`src/shared/nv_pot_io_map.svh`:
```
`ifndef NV_POT_IO_MAP_SVH
`define NV_POT_IO_MAP_SVH

// ----------------------------------------
// register map
// ----------------------------------------
`define WIPER_BASE      8'hf0
`define WIPER_LAST      8'hf5
`define PIN_CTRL_ADDR   8'hf6
`define PIN_STAT_ADDR   8'hf7
`define WIPER_RESET     8'hff
`define PIN_CTRL_RESET  8'h0f
`define UNMAPPED_READ   8'hff
`define STAT_RSVD       4'h0

// ----------------------------------------
// sizes and bus framing
// ----------------------------------------
`define NUM_WIPERS      6
`define NUM_PINS        4
`define BIT_LAST        4'h8
`define SYNC_WIDTH      9
// arbitrary device type code, not tied to any product
`define DEV_TYPE        4'ha

// ----------------------------------------
// timing
// ----------------------------------------
`define NV_WRITE_MS     20
`define REF_CLK_KHZ     125000

`endif

```
`src/shared/nv_pot_io_pkg.sv`:
```
package nv_pot_io_pkg;

  typedef struct packed {
    logic [3:0] pullup_dis;
    logic [3:0] setting;
  } pin_ctrl_t;

  typedef struct packed {
    logic [3:0] gp_in;
    logic [2:0] addr_sel;
    logic       sda;
    logic       scl;
  } pin_sample_t;

  typedef enum logic [2:0] {
    st_idle,
    st_addr,
    st_word,
    st_wdata,
    st_rdata
  } bus_state_t;

endpackage : nv_pot_io_pkg

```
`src/core/nv_pot_io_ctrl.sv`:
```
`timescale 1ns/1ps
`include "nv_pot_io_map.svh"

module nv_pot_io_ctrl
  import nv_pot_io_pkg::*;
#(
  parameter int unsigned NV_WRITE_CYCLES = `NV_WRITE_MS * `REF_CLK_KHZ
) (
  input  wire logic                          ref_clk,
  input  wire logic                          rst,
  input  wire logic                          ce,
  input  wire logic                          scl_in,
  input  wire logic                          sda_in,
  output logic                               sda_out,
  output logic                               sda_oe_n,
  input  wire logic                          slave_addr_sel_0,
  input  wire logic                          slave_addr_sel_1,
  input  wire logic                          slave_addr_sel_2,
  input  wire logic [`NUM_PINS-1:0]          gp_pin_in,
  output logic      [`NUM_PINS-1:0]          gp_pin_out,
  output logic      [`NUM_PINS-1:0]          gp_pin_oe_n,
  output logic      [`NUM_PINS-1:0]          pin_pullup_resistor,
  output logic      [`NUM_WIPERS-1:0][7:0]   wiper_terminals,
  output logic                               nv_busy
);

  // ----------------------------------------
  // pin sampling
  // ----------------------------------------
  pin_sample_t raw_s;
  pin_sample_t syn_s;
  logic        scl_d_r;
  logic        sda_d_r;

  assign raw_s = '{gp_in: gp_pin_in,
                   addr_sel: {slave_addr_sel_2, slave_addr_sel_1, slave_addr_sel_0},
                   sda: sda_in, scl: scl_in};

  sync2 #(.WIDTH(`SYNC_WIDTH)) u_sync (
    .ref_clk (ref_clk),
    .rst     (rst),
    .ce      (ce),
    .d       (raw_s),
    .q       (syn_s)
  );

  always_ff @(posedge ref_clk or posedge rst) begin
    if (rst) begin
      scl_d_r <= 1'b1;
      sda_d_r <= 1'b1;
    end else if (ce) begin
      scl_d_r <= syn_s.scl;
      sda_d_r <= syn_s.sda;
    end
  end

  logic start_det;
  logic stop_det;
  logic scl_rise;
  logic scl_fall;

  assign start_det = syn_s.scl & scl_d_r & sda_d_r & ~syn_s.sda;
  assign stop_det  = syn_s.scl & scl_d_r & ~sda_d_r & syn_s.sda;
  assign scl_rise  = syn_s.scl & ~scl_d_r;
  assign scl_fall  = ~syn_s.scl & scl_d_r;

  // ----------------------------------------
  // register storage
  // ----------------------------------------
  logic [`NUM_WIPERS-1:0][7:0] wiper_r;
  pin_ctrl_t                   ctrl_r;
  logic [3:0]                  pin_state_r;
  logic [7:0]                  ptr_r;
  logic [7:0]                  shift_r;
  logic                        wr_en;

  function automatic logic is_wiper(input logic [7:0] a);
    return (a >= `WIPER_BASE) && (a <= `WIPER_LAST);
  endfunction : is_wiper

  function automatic logic [2:0] wiper_idx(input logic [7:0] a);
    logic [7:0] off;
    off = a - `WIPER_BASE;
    return off[2:0];
  endfunction : wiper_idx

  function automatic logic [7:0] rd_byte(input logic [7:0] a);
    rd_byte = `UNMAPPED_READ;
    if (is_wiper(a)) begin
      rd_byte = wiper_r[wiper_idx(a)];
    end else if (a == `PIN_CTRL_ADDR) begin
      rd_byte = ctrl_r;
    end else if (a == `PIN_STAT_ADDR) begin
      rd_byte = {`STAT_RSVD, pin_state_r};
    end
  endfunction : rd_byte

  // volatile image is written at once; the nv copy follows after stop
  always_ff @(posedge ref_clk or posedge rst) begin
    if (rst) begin
      wiper_r <= {`NUM_WIPERS{`WIPER_RESET}};
      ctrl_r  <= `PIN_CTRL_RESET;
    end else if (ce && wr_en) begin
      if (is_wiper(ptr_r)) begin
        wiper_r[wiper_idx(ptr_r)] <= shift_r;
      end else if (ptr_r == `PIN_CTRL_ADDR) begin
        ctrl_r <= shift_r;
      end
    end
  end

  assign wiper_terminals = wiper_r;

  // ----------------------------------------
  // general-purpose pins
  // ----------------------------------------
  for (genvar i = 0; i < `NUM_PINS; i++) begin : g_pin
    logic floating;
    assign floating = ctrl_r.pullup_dis[i] & ctrl_r.setting[i];
    always_ff @(posedge ref_clk or posedge rst) begin
      if (rst) begin
        gp_pin_out[i]          <= 1'b0;
        gp_pin_oe_n[i]         <= 1'b1;
        pin_pullup_resistor[i] <= 1'b0;
        pin_state_r[i]         <= 1'b0;
      end else if (ce) begin
        gp_pin_out[i]          <= ctrl_r.setting[i];
        gp_pin_oe_n[i]         <= floating;
        pin_pullup_resistor[i] <= ~ctrl_r.pullup_dis[i];
        pin_state_r[i]         <= floating ? syn_s.gp_in[i]
                                           : ctrl_r.setting[i];
      end
    end
  end

  // ----------------------------------------
  // two-wire slave
  // ----------------------------------------
  bus_state_t state_r;
  logic [3:0] bit_cnt_r;
  logic       ack_phase_r;
  logic [7:0] tx_r;
  logic       wrote_r;
  logic       addr_hit;
  logic [7:0] rd_now;

  assign addr_hit = (shift_r[7:1] == {`DEV_TYPE, syn_s.addr_sel})
                    && !nv_busy;
  assign wr_en    = scl_fall && !ack_phase_r && (bit_cnt_r == `BIT_LAST)
                    && (state_r == st_wdata);
  // always_comb also wakes on the registers that the function reads
  always_comb begin
    rd_now = rd_byte(ptr_r);
  end
  assign sda_out  = 1'b0;

  always_ff @(posedge ref_clk or posedge rst) begin
    if (rst) begin
      state_r     <= st_idle;
      bit_cnt_r   <= '0;
      ack_phase_r <= 1'b0;
      shift_r     <= '0;
      tx_r        <= '0;
      ptr_r       <= '0;
      wrote_r     <= 1'b0;
      sda_oe_n    <= 1'b1;
    end else if (ce) begin
      if (stop_det) begin
        state_r  <= st_idle;
        wrote_r  <= 1'b0;
        sda_oe_n <= 1'b1;
      end else if (start_det) begin
        state_r     <= st_addr;
        bit_cnt_r   <= '0;
        ack_phase_r <= 1'b0;
        sda_oe_n    <= 1'b1;
      end else if (state_r != st_idle && scl_rise) begin
        if (!ack_phase_r) begin
          shift_r   <= {shift_r[6:0], syn_s.sda};
          bit_cnt_r <= bit_cnt_r + 4'h1;
        end else if (state_r == st_rdata && syn_s.sda) begin
          state_r <= st_idle;  // master nack ends the read
        end
      end else if (state_r != st_idle && scl_fall) begin
        if (ack_phase_r) begin
          ack_phase_r <= 1'b0;
          bit_cnt_r   <= '0;
          if (state_r == st_rdata) begin
            tx_r     <= {rd_now[6:0], 1'b0};
            sda_oe_n <= rd_now[7];
            ptr_r    <= ptr_r + 8'h01;
          end else begin
            sda_oe_n <= 1'b1;
          end
        end else if (bit_cnt_r == `BIT_LAST) begin
          ack_phase_r <= 1'b1;
          sda_oe_n    <= 1'b0;
          unique case (state_r)
            st_addr: begin
              if (addr_hit) begin
                state_r <= shift_r[0] ? st_rdata : st_word;
              end else begin
                state_r  <= st_idle;
                sda_oe_n <= 1'b1;
              end
            end
            st_word: begin
              ptr_r   <= shift_r;
              state_r <= st_wdata;
            end
            st_wdata: begin
              ptr_r   <= ptr_r + 8'h01;
              wrote_r <= 1'b1;
            end
            st_rdata: begin
              sda_oe_n <= 1'b1;  // master answers this one
            end
            st_idle: begin
              sda_oe_n <= 1'b1;
            end
          endcase
        end else if (state_r == st_rdata) begin
          sda_oe_n <= tx_r[7];
          tx_r     <= {tx_r[6:0], 1'b0};
        end
      end
    end
  end

  // ----------------------------------------
  // nonvolatile write timer
  // ----------------------------------------
  logic [31:0] busy_cnt_r;

  // worst-case time is always spent; no early finish to track
  always_ff @(posedge ref_clk or posedge rst) begin
    if (rst) begin
      nv_busy    <= 1'b0;
      busy_cnt_r <= '0;
    end else if (ce) begin
      if (stop_det && wrote_r) begin
        nv_busy    <= 1'b1;
        busy_cnt_r <= NV_WRITE_CYCLES - 32'h1;
      end else if (nv_busy) begin
        if (busy_cnt_r == '0) begin
          nv_busy <= 1'b0;
        end else begin
          busy_cnt_r <= busy_cnt_r - 32'h1;
        end
      end
    end
  end

endmodule : nv_pot_io_ctrl

```
`src/core/sync2.sv`:
```
`timescale 1ns/1ps

module sync2 #(
  parameter int WIDTH = 1
) (
  input  wire logic             ref_clk,
  input  wire logic             rst,
  input  wire logic             ce,
  input  wire logic [WIDTH-1:0] d,
  output logic      [WIDTH-1:0] q
);

  logic [WIDTH-1:0] meta_r;

  // first stage feeds only the second stage
  always_ff @(posedge ref_clk or posedge rst) begin
    if (rst) begin
      meta_r <= '0;
      q      <= '0;
    end else if (ce) begin
      meta_r <= d;
      q      <= meta_r;
    end
  end

endmodule : sync2

```
`config.mk`:
```
export PLATFORM = sky130hd
export DESIGN_NAME = nv_pot_io_ctrl
export DESIGN_NICKNAME = d
export VERILOG_FILES = /design/src/shared/nv_pot_io_pkg.sv /design/src/core/nv_pot_io_ctrl.sv /design/src/core/sync2.sv
export VERILOG_INCLUDE_DIRS = /design/src /design/src/shared
export SDC_FILE = /design/constraint.sdc
export NUM_CORES = 1
export LEC_CHECK = 0
export ABC_AREA = 0
export BUFFER_PORTS_ARGS = -buffer_cell sky130_fd_sc_hd__buf_2
export CORE_MARGIN = 2
export CORE_UTILIZATION = 40
export DETAILED_ROUTE_END_ITERATION = 10
export PLACE_DENSITY = 0.65
export SLEW_MARGIN = 20
export SYNTH_ARGS = -nofsm -noshare
export SYNTH_HDL_FRONTEND = slang
export SYNTH_SLANG_ARGS = --single-unit
```
`constraint.sdc`:
```
create_clock -name ref_clk -period 6.6 [get_ports ref_clk]
set_input_delay 1.32 -clock ref_clk [delete_from_list [all_inputs] [get_ports ref_clk]]
set_output_delay 1.32 -clock ref_clk [all_outputs]
set_load 0.01 [all_outputs]
```
After elaboration in Yosys (flattened, before gate mapping). Index checks and enable logic that the tools add are counted.

Register bits: 159. Latch bits: 0. RAM bits: 0. Memory bits (read-only): 0. Bits of input ports: 12. Output and inout port bits: 63. Word-level logic and storage cells: 196. Memories: 0.

Add/subtract/negate cells: 4. Multipliers: 0. Divide/modulo/power cells: 0. Magnitude comparators: 4. Equal/unequal tests: 22. Shifts and indexed selects: 0. Muxes and demuxes: 64. Bitwise gates (word level): 24. Reductions and logical operators: 40.

Operators by type and width (count): 32-bit 2-to-1 mux (3); 8-bit 2-to-1 mux (12); 48-bit bitwise mux (1); 32-bit logical NOT (1); 32-bit by 1-bit subtractor with 32-bit output, second input constant (1); 3-bit 2-to-1 mux (10); 1-bit 2-to-1 mux (28); 8-bit binary-select mux with 3-bit select (1); 8-bit demux with 3-bit select (1); 7-bit AND reduction (3); 4-bit 2-to-1 mux (5); 8-bit equality test, second input constant (2); 8-bit case mux with 2 select lines (1); 3-bit nonzero test (5); 1-bit NOT (13); 2-bit nonzero test (6); 1-bit AND (11); 1-bit logical AND (11); 2-bit inequality test, second input constant (5); 5-bit AND reduction (2); 8-bit by 1-bit adder with 8-bit output, second input constant (1); 8-bit >= comparator, second input constant (1); 8-bit <= comparator, second input constant (1); 4-bit by 3-bit inequality test with 1-bit output, second input constant (2); 25 further kinds (31).

Logic depth before layout (Yosys ltp).
Depth after elaboration: 10. Depth in mapped cells: 10. Depth with buffers taken out: 8.

By module. A second synthesis with hierarchy kept.

Cell total of the unflattened synthesis: 730. Area total of the unflattened synthesis: 8099.0 µm².

Modules (own cells, without submodules): nv_pot_io_ctrl (instances 1, cells each 691, area an instance 7373.3 µm², seq. area each 3577.2 µm²); sync2 (instances 1, cells each 39, area an instance 725.7 µm², seq. area each 450.4 µm²).

Worst setup path before layout. OpenSTA, ideal clock, no wires.

Kind: input to register. Start: input ce. End: register wiper_r (netlist bit wiper_terminals[10]). Library setup time: 82 ps. Arrival: 2860 ps. Data required time: 6518 ps. Path slack: 3658 ps. Stages on the path: 6. Path buffers: 1. Path through: nand4_1 > or3_1 > or3_1 > buf_2 > nor3_4 > mux2_2.

Longest elaborated chain between the ends: 2.

RTL lines: start: declaration (line nv_pot_io_ctrl.sv:11) `input wire logic ce,`; 1-bit logical AND (line nv_pot_io_ctrl.sv:103) `end else if (ce && wr_en) begin`; 2-bit AND reduction (no source line); end signal: assignment (line nv_pot_io_ctrl.sv:101) `` wiper_r <= {`NUM_WIPERS{`WIPER_RESET}}; ``; end signal: indexed assignment (line nv_pot_io_ctrl.sv:105) `wiper_r[wiper_idx(ptr_r)] <= shift_r;`; end: declaration (line nv_pot_io_ctrl.sv:70) `` logic [`NUM_WIPERS-1:0][7:0] wiper_r; ``.

Every way passes these cells. A chain may end at the register's enable or synchronous reset.

Final worst setup path.
Start: input ce. End: register busy_cnt_r[26].

Longest elaborated chain between the ends: 1.

RTL lines: 3-bit AND reduction (no source line); end signal: assignment (line nv_pot_io_ctrl.sv:243) `busy_cnt_r <= NV_WRITE_CYCLES - 32'h1;`; end signal: assignment (line nv_pot_io_ctrl.sv:248) `busy_cnt_r <= busy_cnt_r - 32'h1;`; end: declaration (line nv_pot_io_ctrl.sv:233) `logic [31:0] busy_cnt_r;`.

Every way passes these cells.

==> results.json <==
{
  "status": "finished, final reports clean",
  "drt-initial-drc-count": 364,
  "grt_first_pass_wirelength_um": 29900,
  "final_util_pct": 46.7,
  "antenna_cells": 0,
  "post-cts-setup-buffer-count": 0,
  "critPathKind": "primary input to register",
  "multi_input_area_um2": 3610,
  "peakVddDrop_mv": 0.165,
  "final_nets": 815,
  "synth_ff_type": "dfrtp_1",
  "wl_per_cell_um": 17.1,
  "dieWidth_um": 145,
  "globalplace.congestion": 0.825,
  "finalMaxSlewViolations": 0,
  "via_per_inst": 5.51,
  "drcViolationCount": 0,
  "p_int_mw": 1.75,
  "cts.path.max_buffers": 2,
  "clock_latency_ns": 0.44,
  "clock-sinks": 158,
  "fillerInstances": 1850,
  "maxCapViolCount": 0,
  "gr-usage-all-layers_pct": 18.4,
  "htree_levels": 4,
  "grt_max_degree": 106,
  "cts.clk_slew.worst_paths_ns": 0.07,
  "power.share.sequential_pct": 46.2,
  "io_pins": 75,
  "met1_usage_pct": 24.3,
  "p_comb_share_pct": 15.5,
  "first_pass_iters": 5,
  "place_hpwl_um": 12200,
  "p_sw_share_pct": 31.8,
  "critPathMaxFanout": 46,
  "power.share.clock_pct": 38.3,
  "rsz0062_at_grt": "false",
  "cts_tree": "done",
  "fin_crit_ns": 3.28,
  "ctsResizeCount": 0,
  "max_freq_mhz": 304,
  "syn_to_final_growth_pct": 14.7,
  "vias": 5912,
  "synth_cells": 739,
  "overflow": 0,
  "async_flop_share_pct": 100,
  "arrival_ns": 3.59,
  "tightest_slew_ns": 1.02,
  "post-route-period-util_pct": 49.8,
  "synth_top_area_share_pct": 31.3,
  "finalHoldViolCount": 0,
  "postCtsHoldBufs": 0,
  "synth_edf_count": 0,
  "cp-end-kind": "register",
  "ys_warn_count": 0,
  "seq_area_frac_synth_pct": 50.9,
  "cp_cell_sequence": "buf_2 -> buf_4 -> nand4_1 -> nand3b_1 -> a21oi_1 -> a21oi_1 -> a31o_2",
  "io_buffer_count": 73,
  "synth-seq-cells": 158,
  "antenna_found_initial": 0,
  "core_region_area_um2": 19400,
  "start_util_pct": 40.8,
  "syn-cell-area_um2": 7910,
  "slowest_stage": "buf_4",
  "routed_wl_um": 18400,
  "drive_gt1_share_pct": 33.8,
  "synth.area.top_cells": "dfrtp_1 (31%), dfstp_2 (20%), mux2_2 (12%)",
  "seqCellArea_um2": 4030,
  "cts_buffers": 17,
  "setup_viol": 0,
  "p_per_area_nw_per_um2": 283,
  "maxSlewHeadroom_pct": 31.7,
  "use_met3_pct": 3.61,
  "holdWs_ns": 0.480,
  "grt_use_met2_pct": 30.1,
  "dieArea_um2": 20900,
  "p_switching_mw": 0.814,
  "grt_pass1_vias": 5753,
  "crit_required_ns": 6.91,
  "rows": 51,
  "hold_path_class": "register to register",
  "cellLeakagePower_nw": 3.96,
  "postRouteAntennaNets": 0,
  "skew_ns": 0.0216,
  "syn_area_per_cell_um2": 10.7,
  "cts-root-buf": "clkbuf_16",
  "chipHeight_um": 145,
  "tns_ns": 0,
  "grt_busiest_layer": "met2",
  "crit_path_frequent_cell": "a21oi_1",
  "synth_top_area_cell": "dfrtp_1",
  "syn_nets": 759,
  "startpoint_type": "primary input",
  "critical_path.max_stage_delay_ns": 0.48,
  "ys_types": 64
}
==> cells in the mapped netlist (all sizes together) (11+ instances only) <==
cell	instances
dfrtp	99
mux2	87
nand2	67
nor2	61
dfstp	59
o21ai	38
clkbuf	32
a21oi	29
inv	26
xnor2	21
nor3	20
nand3	16
nand4	11
o31ai	11
==> registers in the layout, indices dropped and copies added, names as in the netlist, 7 cells and up <==
register and cells:
busy_cnt_r 32, ctrl_r 8, ptr_r 8, shift_r 8
tx_r 7, u_sync.meta_r 9, u_sync.q 9, wiper_terminals 48
==> through the flow <==
stage	setup slack [ns]	power [mW]	instance area, µm²	std cells
6_report	3.32	2.56	9060	1073
5_1_grt	3.18	2.69	9060	1073
4_1_cts	3.36	2.58	9060	1073
3_5_place_dp	2.91	1.59	8470	1041
3_3_place_gp	2.95	1.58	8470	1041
2_1_floorplan	1.11	1.49	7910	739
==> critical path, delay by kind of cell <==
kind            cells  cell delay (ns)
buf+inv             2             0.75
compound gates      3             0.76
simple gates        2             0.72
==> path summary, 6_finish.rpt <==
check	from	slack, ns	depth (start not counted)	endpoint
worst min-delay path	gp_pin_oe_n[0]$_DFFE_PP1P_	0.48	1	gp_pin_oe_n[0]$_DFFE_PP1P_
max in group asynchronous	rst	4.25	3	state_r[1]$_DFFE_PP0P_
worst max-delay path	ce	3.32	7	busy_cnt_r[26]$_DFFE_PP0P_
worst min register to register	gp_pin_oe_n[0]$_DFFE_PP1P_	0.48	1	gp_pin_oe_n[0]$_DFFE_PP1P_
worst max register to register	ptr_r[1]$_DFFE_PP0P_	3.57	6	ctrl_r[3]$_DFFE_PP1P_
min in group asynchronous	rst	1.08	2	busy_cnt_r[0]$_DFFE_PP0P_
==> logic make-up (layout without fill, tap and decap cells) <==
| logic type | Yosys count | count (layout) | synth area share, % |
|---|---|---|---|
| mux | 97 | 97 | 14.1 |
| compound gates | 144 | 144 | 12.1 |
| flops | 158 | 158 | 50.9 |
| fa+ha+maj | 8 | 8 | 1.27 |
| simple gates | 237 | 237 | 15.1 |
| other cells | 1 | 1 | 0.0474 |
| buf+inv | 67 | 136 | 3.39 |
| xor+xnor | 27 | 27 | 2.99 |
==> area by class of cell <==
class,instances,share of cell area [%]
clock inverters,15,1.81
well taps,265,3.66
repair buffers,78,4.45
multi-input cells,514,39.8
inverters,26,1.13
clock buffers,17,4.69
flip-flops and latches,158,44.4
==> routing by layer <==
metal | vias to the layer above | share of wire [%]
met4 | 0 | 2.0
met3 | 22 | 4.4
met5 | - | 0
met2 | 156 | 49
li1 | 2782 | -
met1 | 2952 | 45
==> cells in the final DEF, fill, tap and decap left out, types with 4 or more instances in the layout <==
cell,count
o22ai_1,9
a22oi_1,6
buf_4,5
nand2b_1,4
nor4b_1,4
o211ai_1,9
mux2_2,87
nand2_1,67
nand4_1,11
inv_6,6
nor2_1,59
and3_1,4
o2bb2ai_1,4
mux2i_1,7
dfrtp_1,99
or3_1,10
dfstp_2,59
or4_1,4
ha_1,8
xor2_1,6
a21oi_1,29
a22o_1,5
buf_2,73
o31ai_1,9
nand3_1,16
inv_1,25
xnor2_1,21
nor4_1,9
a31oi_1,7
clkbuf_16,17
nor3_1,19
nor2b_1,8
a21o_1,4
a211oi_1,4
o21ai_0,38
==> power by group through the flow <==
stage,Combinational [mW],Sequential (mW),Clock [mW]
global route,0.446,1.20,1.04
detailed placement,0.396,1.19,0
finish,0.398,1.18,0.981
CTS,0.398,1.18,1.00
global placement,0.390,1.20,0
floorplan,0.323,1.17,0
No activity file was read; power rests on OpenSTA's default activity.
